===== src/rtl/magstripe_defines.vh =====
// Offsets, field positions, default parameter bytes and return codes
`ifndef MAGSTRIPE_DEFINES_VH
`define MAGSTRIPE_DEFINES_VH

`define TRACK_BYTES 8
`define SET_BYTES 24
`define FLD_PARITY 0
`define FLD_WIDTH 1
`define FLD_PSTART 2
`define FLD_ASTART 3
`define FLD_PEND 4
`define FLD_AEND 5
`define FLD_FORMAT 6
`define FLD_LEAD 7
`define FMT_DOUBLE_BIT 7

`define ADDR_STAGE_LAST 8'h17
`define ADDR_COMMAND 8'h18
`define ADDR_STATUS 8'h19
`define ADDR_HANDLE 8'h1a
`define ADDR_ACTIVE_FIRST 8'h20
`define ADDR_ACTIVE_LAST 8'h37

`define CMD_OPEN_BIT 0
`define CMD_CLOSE_BIT 1
`define CMD_LOAD_BIT 2

`define RC_OK 16'd0
`define RC_BAD_HANDLE 16'd1540
`define RC_UNAVAILABLE 16'd1541
`define RC_TRACK1 16'd1545
`define RC_TRACK2 16'd1546
`define RC_TRACK3 16'd1547

`define T1_DEFAULTS 64'h02_07_05_05_1f_1f_00_0a
`define T2_DEFAULTS 64'h02_05_0b_0d_0f_0c_85_3c
`define T3_DEFAULTS 64'h02_05_0b_0d_0f_0c_85_3c

`endif


===== src/rtl/char_parity.v =====
// Parity insertion and check for one magnetic character of 5 to 7 bits
module char_parity (
  input wire [7:0] data, // Character, parity bit at width-1 when checked
  input wire [2:0] width, // Bits per character including parity
  input wire odd, // High for odd parity
  output wire [7:0] char_out, // Data bits with parity bit inserted
  output wire parity_ok // Received character has the selected parity
);
  wire [7:0] full_mask;
  wire [7:0] data_mask;
  wire [7:0] bits;
  wire par;

  assign full_mask = (8'h01 << width) - 8'h01;
  assign data_mask = full_mask >> 1;
  assign bits = data & data_mask;
  assign par = (^bits) ^ odd;
  assign char_out = bits | ({7'h00, par} << (width - 3'h1));
  assign parity_ok = ((^(data & full_mask)) == odd);
endmodule // char_parity


===== src/rtl/magstripe_track_format_control.v =====
// Track format control: parameter set, load checks, encode and read framing
// Contract
// - Parameter set is 24 bytes, three 8-byte track groups in order.
// - Parity codes 00..03 pick odd/even data and check-character parity.
// - Read path checks every recovered character against data parity.
// - Encode adds data parity, builds check character with its own parity.
// - Width 5, 6 or 7 counts the parity bit.
// - Host characters are 8-bit bytes without parity.
// - Primary or alternate start sentinel begins a read record.
// - Primary or alternate end sentinel ends a read record.
// - Encode uses primary sentinels only.
// - Format bit 7 selects double record, bits 0-6 give zero count.
// - Double record is encoded twice with zeros between copies; second copy stops after REPLAY_DEPTH stored characters.
// - Leading zeros precede first record; read ignores format and lead.
// - Track one defaults 02,07,05,05,1F,1F,00,0A on open.
// - Track three defaults 02,05,0B,0D,0F,0C,85,3C on open.
// - Load rejected unless every parity code is 00 to 03.
// - Load rejected unless every width is 05, 06 or 07.
// - Load rejected if any sentinel field is zero.
// - Load rejected on zero leading count or zero double-record gap.
// - Rejection codes 1545-1547 per track; 1540 bad handle, 1541 unavailable.
//
// The placing of the registers and the address-and-strobe port were chosen for this implementation.
`include "magstripe_defines.vh"
module magstripe_track_format_control #(
  parameter REPLAY_DEPTH = 128
) (
  input wire clk, // 100 MHz clock
  input wire reset, // Synchronous, active high
  input wire [7:0] reg_addr, // Register index
  input wire [31:0] reg_wdata, // Write data
  input wire reg_write, // Write strobe
  input wire reg_read, // Read strobe
  output reg [31:0] reg_rdata, // Read data, cycle after strobe
  input wire enc_start, // Start an encode on enc_track
  input wire [1:0] enc_track, // Encode track 0..2
  input wire enc_valid, // Host data byte valid
  input wire [7:0] enc_data, // Host data byte
  input wire enc_last, // Last data byte of record
  output wire enc_ready, // Byte accepted when valid and ready
  output wire enc_busy, // Encode in progress
  output reg media_valid, // Media character valid
  output reg [7:0] media_char, // Media character with parity
  input wire media_ready, // Media side takes character
  input wire rd_valid, // Recovered media character valid
  input wire [7:0] rd_char, // Recovered character with parity
  input wire [1:0] rd_track, // Track being read
  output reg host_valid, // Host read byte valid, one cycle
  output reg [7:0] host_data, // Host read byte without parity
  output reg rd_parity_error, // Parity failure pulse
  output reg rd_record_start, // Start sentinel seen pulse
  output reg rd_record_end // End sentinel seen pulse
);
  localparam S_IDLE = 8'h01;
  localparam S_LEAD = 8'h02;
  localparam S_START = 8'h04;
  localparam S_DATA = 8'h08;
  localparam S_END = 8'h10;
  localparam S_CHECK = 8'h20;
  localparam S_GAP = 8'h40;
  localparam S_REPLAY = 8'h80;

  reg [7:0] stage [0:`SET_BYTES-1];
  reg [7:0] active [0:`SET_BYTES-1];
  reg [7:0] replay [0:REPLAY_DEPTH-1];
  reg [15:0] result_code;
  reg [15:0] session_handle;
  reg opened;
  reg overflow;
  reg [7:0] state;
  reg [7:0] next_state;
  reg [6:0] count;
  reg [7:0] check_char;
  reg [7:0] rec_len;
  reg [7:0] rep_idx;
  reg [4:0] enc_base;
  reg in_record;
  integer i;

  wire [63:0] defaults_bus;
  wire [15:0] fail_code;
  wire [2:0] track_fail;
  wire adv;
  wire [7:0] e_par;
  wire [7:0] e_width;
  wire [7:0] e_fmt;
  wire [4:0] r_base;
  wire [7:0] r_par;
  wire [7:0] r_width;
  wire [7:0] r_data;
  wire [7:0] e_coded;
  wire r_ok;
  reg [7:0] e_src;
  reg e_odd;
  reg emit;
  reg store;

  function [7:0] default_byte;
    input integer idx;
    reg [63:0] grp;
    begin
      // Track one, track two and track three defaults
      if (idx < `TRACK_BYTES)
        grp = `T1_DEFAULTS;
      else if (idx < 2 * `TRACK_BYTES)
        grp = `T2_DEFAULTS;
      else
        grp = `T3_DEFAULTS;
      default_byte = grp[(7 - (idx % `TRACK_BYTES)) * 8 +: 8];
    end
  endfunction

  function track_bad;
    input [7:0] par;
    input [7:0] width;
    input [7:0] ps;
    input [7:0] as;
    input [7:0] pe;
    input [7:0] ae;
    input [7:0] fmt;
    input [7:0] lead;
    begin
      track_bad = (par > 8'h03);
      track_bad = track_bad | (width < 8'h05) | (width > 8'h07);
      track_bad = track_bad | (ps == 8'h00) | (as == 8'h00) | (pe == 8'h00)
        | (ae == 8'h00);
      track_bad = track_bad | (lead == 8'h00)
        | (fmt[`FMT_DOUBLE_BIT] & (fmt[6:0] == 7'h00));
    end
  endfunction

  genvar t;
  generate
    for (t = 0; t < 3; t = t + 1)
    begin : g_check
      assign track_fail[t] = track_bad(stage[t*8+`FLD_PARITY], stage[t*8+`FLD_WIDTH],
        stage[t*8+`FLD_PSTART], stage[t*8+`FLD_ASTART], stage[t*8+`FLD_PEND],
        stage[t*8+`FLD_AEND], stage[t*8+`FLD_FORMAT], stage[t*8+`FLD_LEAD]);
    end
  endgenerate

  assign fail_code = track_fail[0] ? `RC_TRACK1 :
    track_fail[1] ? `RC_TRACK2 :
    track_fail[2] ? `RC_TRACK3 : `RC_OK;

  wire cmd_write;
  assign cmd_write = reg_write && (reg_addr == `ADDR_COMMAND);

  // Parameter storage, open, close and load commands
  always @(posedge clk)
  begin
    if (reset)
    begin
      for (i = 0; i < `SET_BYTES; i = i + 1)
      begin
        stage[i] <= default_byte(i);
        active[i] <= default_byte(i);
      end
      result_code <= `RC_OK;
      session_handle <= 16'h0000;
      opened <= 1'b0;
    end
    else
    begin
      if (reg_write && (reg_addr <= `ADDR_STAGE_LAST))
        stage[reg_addr[4:0]] <= reg_wdata[7:0];
      if (cmd_write && reg_wdata[`CMD_OPEN_BIT])
      begin
        for (i = 0; i < `SET_BYTES; i = i + 1)
          active[i] <= default_byte(i);
        session_handle <= session_handle + 16'h0001;
        opened <= 1'b1;
        result_code <= `RC_OK;
      end
      else if (cmd_write && reg_wdata[`CMD_CLOSE_BIT])
        opened <= 1'b0;
      else if (cmd_write && reg_wdata[`CMD_LOAD_BIT])
      begin
        if (!opened)
          result_code <= `RC_UNAVAILABLE;
        else if (reg_wdata[31:16] != session_handle)
          result_code <= `RC_BAD_HANDLE;
        else
        begin
          result_code <= fail_code;
          if (fail_code == `RC_OK)
            for (i = 0; i < `SET_BYTES; i = i + 1)
              active[i] <= stage[i];
        end
      end
    end
  end

  // Register reads, unmapped indices read zero
  always @(posedge clk)
  begin
    if (reset)
      reg_rdata <= 32'h0000_0000;
    else if (reg_read)
    begin
      if (reg_addr <= `ADDR_STAGE_LAST)
        reg_rdata <= {24'h000000, stage[reg_addr[4:0]]};
      else if (reg_addr == `ADDR_STATUS)
        reg_rdata <= {13'h0000, overflow, enc_busy, opened, result_code};
      else if (reg_addr == `ADDR_HANDLE)
        reg_rdata <= {16'h0000, session_handle};
      else if ((reg_addr >= `ADDR_ACTIVE_FIRST) && (reg_addr <= `ADDR_ACTIVE_LAST))
        reg_rdata <= {24'h000000, active[reg_addr[4:0] - 5'h00]};
      else
        reg_rdata <= 32'h0000_0000;
    end
    else
      reg_rdata <= 32'h0000_0000;
  end

  // Encode side parameters of the latched track
  assign e_par = active[enc_base + `FLD_PARITY];
  assign e_width = active[enc_base + `FLD_WIDTH];
  assign e_fmt = active[enc_base + `FLD_FORMAT];
  assign adv = !media_valid || media_ready;
  assign enc_busy = (state != S_IDLE);
  assign enc_ready = (state == S_DATA) && adv;

  always @*
  begin
    e_src = 8'h00;
    // data parity odd when code bit 0 clear
    e_odd = ~e_par[0];
    emit = 1'b0;
    store = 1'b0;
    next_state = state;
    case (state)
      S_IDLE:
      begin
        if (enc_start && opened)
          next_state = S_LEAD;
      end
      S_LEAD:
      begin
        emit = adv;
        if (adv && (count == 7'h01))
          next_state = S_START;
      end
      S_START:
      begin
        e_src = active[enc_base + `FLD_PSTART];
        emit = adv;
        store = adv;
        if (adv)
          next_state = S_DATA;
      end
      S_DATA:
      begin
        e_src = enc_data;
        emit = adv && enc_valid;
        store = emit;
        if (emit && enc_last)
          next_state = S_END;
      end
      S_END:
      begin
        e_src = active[enc_base + `FLD_PEND];
        emit = adv;
        store = adv;
        if (adv)
          next_state = S_CHECK;
      end
      S_CHECK:
      begin
        // check-character parity odd for codes 00 and 03
        e_src = check_char;
        e_odd = ~(e_par[0] ^ e_par[1]);
        emit = adv;
        store = adv;
        if (adv)
          next_state = e_fmt[`FMT_DOUBLE_BIT] ? S_GAP : S_IDLE;
      end
      S_GAP:
      begin
        emit = adv;
        if (adv && (count == 7'h01))
          next_state = S_REPLAY;
      end
      S_REPLAY:
      begin
        if (adv && (rep_idx + 8'h01 >= rec_len))
          next_state = S_IDLE;
      end
      default:
        next_state = S_IDLE;
    endcase
  end

  char_parity u_enc_parity (
    .data(e_src),
    .width(e_width[2:0]),
    .odd(e_odd),
    .char_out(e_coded),
    .parity_ok()
  );

  // Encode sequencer and media output register
  always @(posedge clk)
  begin
    if (reset || !opened)
    begin
      state <= S_IDLE;
      count <= 7'h00;
      check_char <= 8'h00;
      rec_len <= 8'h00;
      rep_idx <= 8'h00;
      enc_base <= 5'h00;
      overflow <= 1'b0;
      media_valid <= 1'b0;
      media_char <= 8'h00;
    end
    else
    begin
      state <= next_state;
      if (media_ready && media_valid)
        media_valid <= 1'b0;
      if (emit)
      begin
        media_valid <= 1'b1;
        media_char <= e_coded;
      end
      if (state == S_IDLE && enc_start)
      begin
        enc_base <= (enc_track > 2'd2) ? 5'd16 : {enc_track, 3'b000};
        count <= active[((enc_track > 2'd2) ? 5'd16 : {enc_track, 3'b000})
          + `FLD_LEAD][6:0];
        check_char <= 8'h00;
        rec_len <= 8'h00;
        overflow <= 1'b0;
      end
      if ((state == S_LEAD || state == S_GAP) && adv)
        count <= count - 7'h01;
      // running check over sentinels and data
      if (emit && (state == S_START || state == S_DATA || state == S_END))
        check_char <= check_char ^ e_src;
      if (store)
      begin
        // Record longer than the replay store loses its second copy tail
        if (rec_len < REPLAY_DEPTH)
        begin
          replay[rec_len[6:0]] <= e_coded;
          rec_len <= rec_len + 8'h01;
        end
        else
          overflow <= 1'b1;
      end
      if (state == S_CHECK && adv)
      begin
        count <= e_fmt[6:0];
        rep_idx <= 8'h00;
      end
      if (state == S_REPLAY && adv)
      begin
        media_valid <= 1'b1;
        media_char <= replay[rep_idx[6:0]];
        rep_idx <= rep_idx + 8'h01;
      end
    end
  end

  // read path uses no format or lead field
  assign r_base = (rd_track > 2'd2) ? 5'd16 : {rd_track, 3'b000};
  assign r_par = active[r_base + `FLD_PARITY];
  assign r_width = active[r_base + `FLD_WIDTH];

  char_parity u_rd_parity (
    .data(rd_char),
    .width(r_width[2:0]),
    .odd(~r_par[0]),
    .char_out(),
    .parity_ok(r_ok)
  );

  // parity stripped before matching
  // Sentinels are stored without parity, so compare bare data bits
  assign r_data = rd_char & ((8'h01 << (r_width[2:0] - 3'h1)) - 8'h01);

  // Read framing and host delivery
  always @(posedge clk)
  begin
    if (reset || !opened)
    begin
      in_record <= 1'b0;
      host_valid <= 1'b0;
      host_data <= 8'h00;
      rd_parity_error <= 1'b0;
      rd_record_start <= 1'b0;
      rd_record_end <= 1'b0;
    end
    else
    begin
      host_valid <= 1'b0;
      rd_parity_error <= 1'b0;
      rd_record_start <= 1'b0;
      rd_record_end <= 1'b0;
      if (rd_valid)
      begin
        rd_parity_error <= !r_ok;
        if (!in_record && ((r_data == active[r_base + `FLD_PSTART]) ||
          (r_data == active[r_base + `FLD_ASTART])))
        begin
          in_record <= 1'b1;
          rd_record_start <= 1'b1;
        end
        else if (in_record && ((r_data == active[r_base + `FLD_PEND]) ||
          (r_data == active[r_base + `FLD_AEND])))
        begin
          in_record <= 1'b0;
          rd_record_end <= 1'b1;
        end
        else if (in_record)
        begin
          host_valid <= 1'b1;
          host_data <= r_data;
        end
      end
    end
  end
endmodule // magstripe_track_format_control


===== config.mk =====
export PLATFORM = sky130hd
export DESIGN_NAME = magstripe_track_format_control
export DESIGN_NICKNAME = d
export VERILOG_FILES = /design/src/rtl/char_parity.v /design/src/rtl/magstripe_track_format_control.v
export VERILOG_INCLUDE_DIRS = /design/src /design/src/rtl
export SDC_FILE = /design/constraint.sdc
export NUM_CORES = 2
export LEC_CHECK = 0
export BUFFER_PORTS_ARGS = -buffer_cell sky130_fd_sc_hd__buf_2
export CAP_MARGIN = 20
export CORE_MARGIN = 2
export CORE_UTILIZATION = 45
export DETAILED_ROUTE_END_ITERATION = 8
export GPL_TIMING_DRIVEN = 0
export PLACE_DENSITY_LB_ADDON = 0.3
export SLEW_MARGIN = 0
export SYNTH_ARGS = -nofsm -noshare
export SYNTH_HDL_FRONTEND = slang
export SYNTH_HIERARCHICAL = 1
export SYNTH_SLANG_ARGS = --single-unit

===== constraint.sdc =====
create_clock -name clk -period 17.32 [get_ports clk]
set_clock_uncertainty 0.15 [all_clocks]
set_input_delay 0.866 -clock clk [delete_from_list [all_inputs] [get_ports clk]]
set_output_delay 0.866 -clock clk [all_outputs]
set_load 0.02 [all_outputs]

### Word-level counts from Yosys, hierarchy flattened

Memories as Yosys holds them, arrays and structs flattened. A register that Yosys moved wholly into a read port is not among the register bits.
Index checks and enable logic that the tools add are counted.

| cells by class | value |
|---|---|
| shifts and indexed selects | 4 |
| eq/ne operators | 27 |
| add/sub/neg operators | 19 |
| reduce and logical (&&, ||, !) cells | 73 |
| bitwise logic cells | 90 |
| muxes and demuxes | 132 |
| magnitude comparators | 16 |

Operator list:

| cell | count |
|---|---|
| 8-bit two-way mux | 68 |
| 64-bit two-way mux | 6 |
| 8-bit zero test | 15 |
| 1-bit bitwise OR | 72 |
| 8-bit one-hot mux with 8 select lines | 1 |
| 11-bit two-way mux | 5 |
| 7-bit two-way mux | 6 |
| 1-bit two-way mux | 35 |
| 8-bit by 5-bit equality test with 1-bit output, second input constant | 4 |
| 8-bit equality test | 4 |
| 8-bit one-hot mux with 4 select lines | 1 |
| 5-bit two-way mux | 6 |
| 5-bit by 3-bit adder with 5-bit output, second input constant | 5 |
| 8-bit by 2-bit > comparator with 1-bit output, second input constant | 3 |
| 8-bit by 3-bit > comparator with 1-bit output, second input constant | 3 |
| 8-bit by 3-bit less-than comparator with 1-bit output, second input constant | 3 |
| 1-bit by 3-bit left shift with 8-bit output, first input constant | 3 |
| 8-bit by 1-bit subtractor with 8-bit output, second input constant | 3 |
| 7-bit zero test | 3 |
| 1-bit logical AND | 20 |
| 19-bit two-way mux | 1 |
| 16-bit by 1-bit adder with 16-bit output, second input constant | 1 |
| 8-bit by 1-bit adder with 8-bit output, second input constant | 2 |
| 8-bit AND | 2 |
| 46 further kinds | 89 |

| word-level totals | value |
|---|---|
| output and inout port bits | 55 |
| memory bits (writable) | 1408 |
| bits of input ports | 69 |
| register bits after elaboration | 132 |
| logic and storage cells | 385 |
| memories kept | 3 |

Memories:

| memory | depth | width | rd ports | clocked after Yosys merged registers in | write ports | line | RTL |
|---|---|---|---|---|---|---|---|
| replay | 128 | 8 | 1 | 1 | 1 | magstripe_track_format_control.v:65 | `reg [7:0] replay [0:REPLAY_DEPTH-1];` |
| active | 24 | 8 | 13 | 1 | 24 | magstripe_track_format_control.v:64 | `` reg [7:0] active [0:`SET_BYTES-1]; `` |
| stage | 24 | 8 | 25 | 0 | 24 | magstripe_track_format_control.v:63 | `` reg [7:0] stage [0:`SET_BYTES-1]; `` |

### Longest topological paths before layout

An unclocked memory read counts as a cell.

| logic depth | value |
|---|---|
| depth after elaboration | 23 |
| depth in mapped cells | 19 |
| gate-level depth less buffers | 16 |

### Modules after synthesis

The synthesis kept the hierarchy.

Modules (own cells, without submodules):

| module | times used | area each (µm²) | seq. area each (µm²) | cells an instance |
|---|---|---|---|---|
| magstripe_track_format_control | 1 | 67116.9 | 46484.6 | 3808 |
| char_parity | 2 | 666.9 | 0.0 | 79 |

### Least setup slack after synthesis

Ideal clock, no wire load.

| timing | value |
|---|---|
| kind | register to register |
| start | register enc_base[3] |
| end | memory replay[0][2], data pin |
| data required time | 15569 ps |
| setup time | 1601 ps |
| period minus slack after synthesis | 13386 ps |
| path slack | 3934 ps |
| buffers on the path | 4 |
| cell stages (with the launch flop) | 17 |
| arrival | 11635 ps |
| cell sequence | dfxtp_1 clkbuf_1 clkbuf_1 buf_1 mux2i_1 o21ai_0 inv_1 ha_1 buf_2 nand2b_1 ha_1 nand4bb_1 o2111ai_4 xor2_1 xnor3_2 xnor2_4 o41ai_1 |

| between the ends | value |
|---|---|
| word-level cells in the longest chain between the ends | 9 |
| elaborated cells between the ends (all ways) | 13 |
| those cells by class | 5 x add/sub; 2 x shift; 1 x mux; 3 x bitwise; 1 x reduce/logical; 1 x memory |

Ends and longest elaborated chain:

| what | line | RTL |
|---|---|---|
| from (decl) | magstripe_track_format_control.v:76 | `reg [4:0] enc_base;` |
| from (signal assigned) | magstripe_track_format_control.v:329 | `enc_base <= (enc_track > 2'd2) ? 5'd16 : {enc_track, 3'b000};` |
| 5-bit by 1-bit adder with 5-bit output (no line) (*) | -- |  |
| memory read 24 x 8 bit (*) | -- |  |
| net e_width[0] | magstripe_track_format_control.v:85 | `wire [7:0] e_width;` |
| 1-bit by 3-bit left shift with 8-bit output | char_parity.v:14 | `assign full_mask = (8'h01 << width) - 8'h01;` |
| 8-bit by 1-bit subtractor with 8-bit output | char_parity.v:14 |  |
| 8-bit by 7-bit AND with 8-bit output | char_parity.v:16 | `assign bits = data & data_mask;` |
| 8-bit XOR reduction | char_parity.v:17 | `assign par = (^bits) ^ odd;` |
| 1-bit bitwise XOR | char_parity.v:17 |  |
| 1-bit by 3-bit left shift with 8-bit output | char_parity.v:18 | `assign char_out = bits \| ({7'h00, par} << (width - 3'h1));` |
| 8-bit bitwise OR (*) | char_parity.v:18 |  |
| net e_coded[2] | magstripe_track_format_control.v:91 | `wire [7:0] e_coded;` |
| to (decl) | magstripe_track_format_control.v:65 |  |

Mark *: on every way through the listed nets, which the timed path passes. The rest lies on a longest branch.

### Final worst setup path

| timing | value |
|---|---|
| start | register enc_base[3] |
| end | memory replay[93][2], data pin |

The elaborated chain is that of the path after synthesis.

==> flow_summary.yaml <==
placement:
  dp_hpwl_um: 143100
  postPlaceCellArea_mm2: 0.07251
  gpl.final_weighted_congestion: 0.9764
  port_buffers: 97
critical_path:
  cp_common_cell: "sky130_fd_sc_hd__buf_4"
  worstPathRequired_ns: 17.79
  cell_by_cell_listing_of_the_critical_path: "clkbuf_1 -> clkbuf_1 -> buf_1 -> mux2i_1 -> o21ai_0 -> buf_2 -> inv_1 -> ha_1 -> buf_2 -> nand2b_1 -> ha_1 -> mux2_4 -> o2111ai_4 -> xor2_1 -> xnor3_2 -> xnor2_4 -> o41ai_2 -> buf_4 -> buf_4 -> buf_4 -> buf_4 -> buf_4"
  critical_path.n_buffers_inverters: 11
  critical_path.startpoint: "enc_base[3]$_SDFFE_PP0P_"
  arrival_ns: 8.54
  crit_path_max_fanout: 14
  critical_path.max_stage_delay_ns: 1.00
  cpMaxStageDelayCell: "sky130_fd_sc_hd__o41ai_2"
  path_delay_family: "buffers and inverters"
  path_class: "reg2reg"
  timing.critical_path.from_type: "flop"
  kind_of_end_point_of_the_critical_path: "flop"
  r2r-start: "enc_base[3]$_SDFFE_PP0P_"
power_and_ir_drop:
  power.net_switching_w: 0.001776
  swShare: 0.2213
  static-leakage-power_nw: 26.44
  worst_ir_drop_vdd_mv: 0.08483
  pwr-share-comb: 0.047
  cellPowerDensity_mw_per_mm2: 103.3
  internal_power_w: 0.006251
  p_seq_frac: 0.535
  p_clk_frac: 0.419
drt:
  postRouteWirelength_um: 194100
  drt_first_pass_iters: 8
  post_drt_wl_per_cell_um: 29.79
  vias_per_cell: 5.968
  route.detailed.drc: 0
  ant_nets: 0
  detailroute.via_count: 38880
  drt_iter0_markers: 4967
global_route:
  groute.usage.overall: 0.2532
  number_of_global_route_vias_before_repair: 37950
  grt_first_pass_wirelength_um: 276500
  globalRoute.totalOverflow: 0
  grt_start_max_net_pins: 70
  antenna_violations_before_repair: 15
sta:
  timing.final.setup_violations: 0
  min_period_over_period: 0.4659
  setup_tns_ns: 0
  drv_slew: 0
  hold-worst-slack_ns: 0.2131
  max_freq_mhz: 123.9
  rsz_0062_raised_after_global_routing: "no"
  worst_slew_margin_rel: 0.2021
  finalCriticalPeriod_ns: 8.069
  hold_viol: 0
  worstMarginPinSlew_ns: 1.197
clock_tree:
  cts_tree: "built"
  clockRootBuffer: "sky130_fd_sc_hd__clkbuf_16"
  post_cts.resized_instances: 0
  cts_sinks: 1585
  clock_latency_ns: 0.80
  cts.reportedPaths.clkPinSlew_ns: 0.06
  cts-hold-fix-buffers: 0
  cts.repair_timing.setup_buffer_count: 0
  clock_tree.buffer_depth: 3
  clock_tree.htree_level_count: 4
  cts-buffers-inserted: 160
floorplanning:
  starting_density: 0.4530
  die_height_um: 392.5
  core_region_area_mm2: 0.1500
  design.portCount: 124
  die_w_um: 392.5
  design.die.area_mm2: 0.1541
  placementRows: 142
status:
  outcome: "finished, final reports clean"
synth:
  post_synth.cell_area_avg_um2: 17.41
  synthesis.yosys.warnings: 6
  synthesis.area_mm2: 0.06794
  post_synthesis_cell_count: 3903
worst_hold_path:
  hold_path.startpoint: "rd_valid"
  min_path_type: "in2reg"
layout:
  design.final.nets: 4460
  layout-drive-gt1-share: 0.2291
  syn2layout_area_growth_pct: 14.38
  layout.cell_area.non_filler_mm2: 0.07770
job:
  max_cap_viol: 0
[cell usage in the layout (no fill, tap or decap), drive strengths merged, types with 13 or more instances in the layout]
cell type	instances
xor2	19
or2	30
nand2	151
mux2i	84
nor2	285
buf	273
and3	15
nor3	25
conb	113
mux2	29
clkbuf	373
ha	25
and2	227
clkinv	65
nand3	45
nand2b	24
or3	134
inv	39
edfxtp	1472
mux4	473
o21ai	61
a21oi	118
nor4	52
nand4	20
xnor2	67
o211ai	13
dfxtp	113
[state kept, by name, indices dropped and copies added (netlist names), 2 cells and up, named ones only]
name / flops
session_handle: 16
media_char: 8
replay: 1024
reg_rdata: 19
active: 192
enc_base: 2
stage: 256
host_data: 8
rep_idx: 8
count: 7
check_char: 7
result_code: 5
state: 8
rec_len: 8
[metal layers]
metal	global-route usage	routed length, um	vias to the layer above
li1	-	-	16360
met1	0.3431	75440	19960
met2	0.4080	92570	2161
met3	0.04960	18050	391
met4	0.09383	7983	6
met5	0	42	-
[worst register-to-register path, cell delays in order, from the launching register on]
cell and delay (ns):
sky130_fd_sc_hd__dfxtp_1 0.31, sky130_fd_sc_hd__clkbuf_1 0.63, sky130_fd_sc_hd__clkbuf_1 0.73, sky130_fd_sc_hd__buf_1 0.82
sky130_fd_sc_hd__mux2i_1 0.27, sky130_fd_sc_hd__o21ai_0 0.16, sky130_fd_sc_hd__buf_2 0.24, sky130_fd_sc_hd__inv_1 0.27
sky130_fd_sc_hd__ha_1 0.20, sky130_fd_sc_hd__buf_2 0.22, sky130_fd_sc_hd__nand2b_1 0.09, sky130_fd_sc_hd__ha_1 0.25
sky130_fd_sc_hd__mux2_4 0.31, sky130_fd_sc_hd__o2111ai_4 0.11, sky130_fd_sc_hd__xor2_1 0.20, sky130_fd_sc_hd__xnor3_2 0.50
sky130_fd_sc_hd__xnor2_4 0.25, sky130_fd_sc_hd__o41ai_2 1.00, sky130_fd_sc_hd__buf_4 0.36, sky130_fd_sc_hd__buf_4 0.22
sky130_fd_sc_hd__buf_4 0.22, sky130_fd_sc_hd__buf_4 0.21, sky130_fd_sc_hd__buf_4 0.21
[worst paths after layout]
check / end / slack [ns] / cells after the start
worst max-delay path: replay[93][2]$_DFFE_PP_ / 9.25 / 22
worst min-delay path: rd_parity_error$_SDFF_PP0_ / 0.21 / 3
worst min register to register: result_code[9]$_SDFFE_PP0P_ / 0.33 / 2
worst max register to register: replay[93][2]$_DFFE_PP_ / 9.25 / 22
[per-stage QoR]
stage	util	total power, W	std cells	setup WS, ns
global placement	0.4759	0.004734	6127	-7.030
CTS	0.5173	0.008048	6499	9.317
detailed placement	0.4836	0.004735	6212	9.344
finish	0.5182	0.008027	6514	9.251
floorplan	-	0.004568	4014	4.072
global route	0.5181	0.008231	6508	8.934
[power groups by stage]
| stage | registers [W] | clock network (W) | logic [W] |
|---|---|---|---|
| final | 0.00429 | 0.00336 | 0.000376 |
| after detailed placement | 0.00437 | 0 | 0.000367 |
| after global placement | 0.00439 | 0 | 0.000340 |
| after CTS | 0.00429 | 0.00339 | 0.000368 |
| after floorplan | 0.00435 | 0 | 0.000218 |
| after global routing | 0.00429 | 0.00355 | 0.000392 |
[cell type report]
class,count,area (um2)
clock inverter,88,819.5
inverter,29,111.4
timing repair buffer,190,1662
fill,12220,72250
tap,2016,2522
buffer,257,1064
multi-input combinational,2143,20810
clock buffer,199,4235
antenna,7,17.52
sequential,1585,46460
Power figures use the tool's default switching activity.
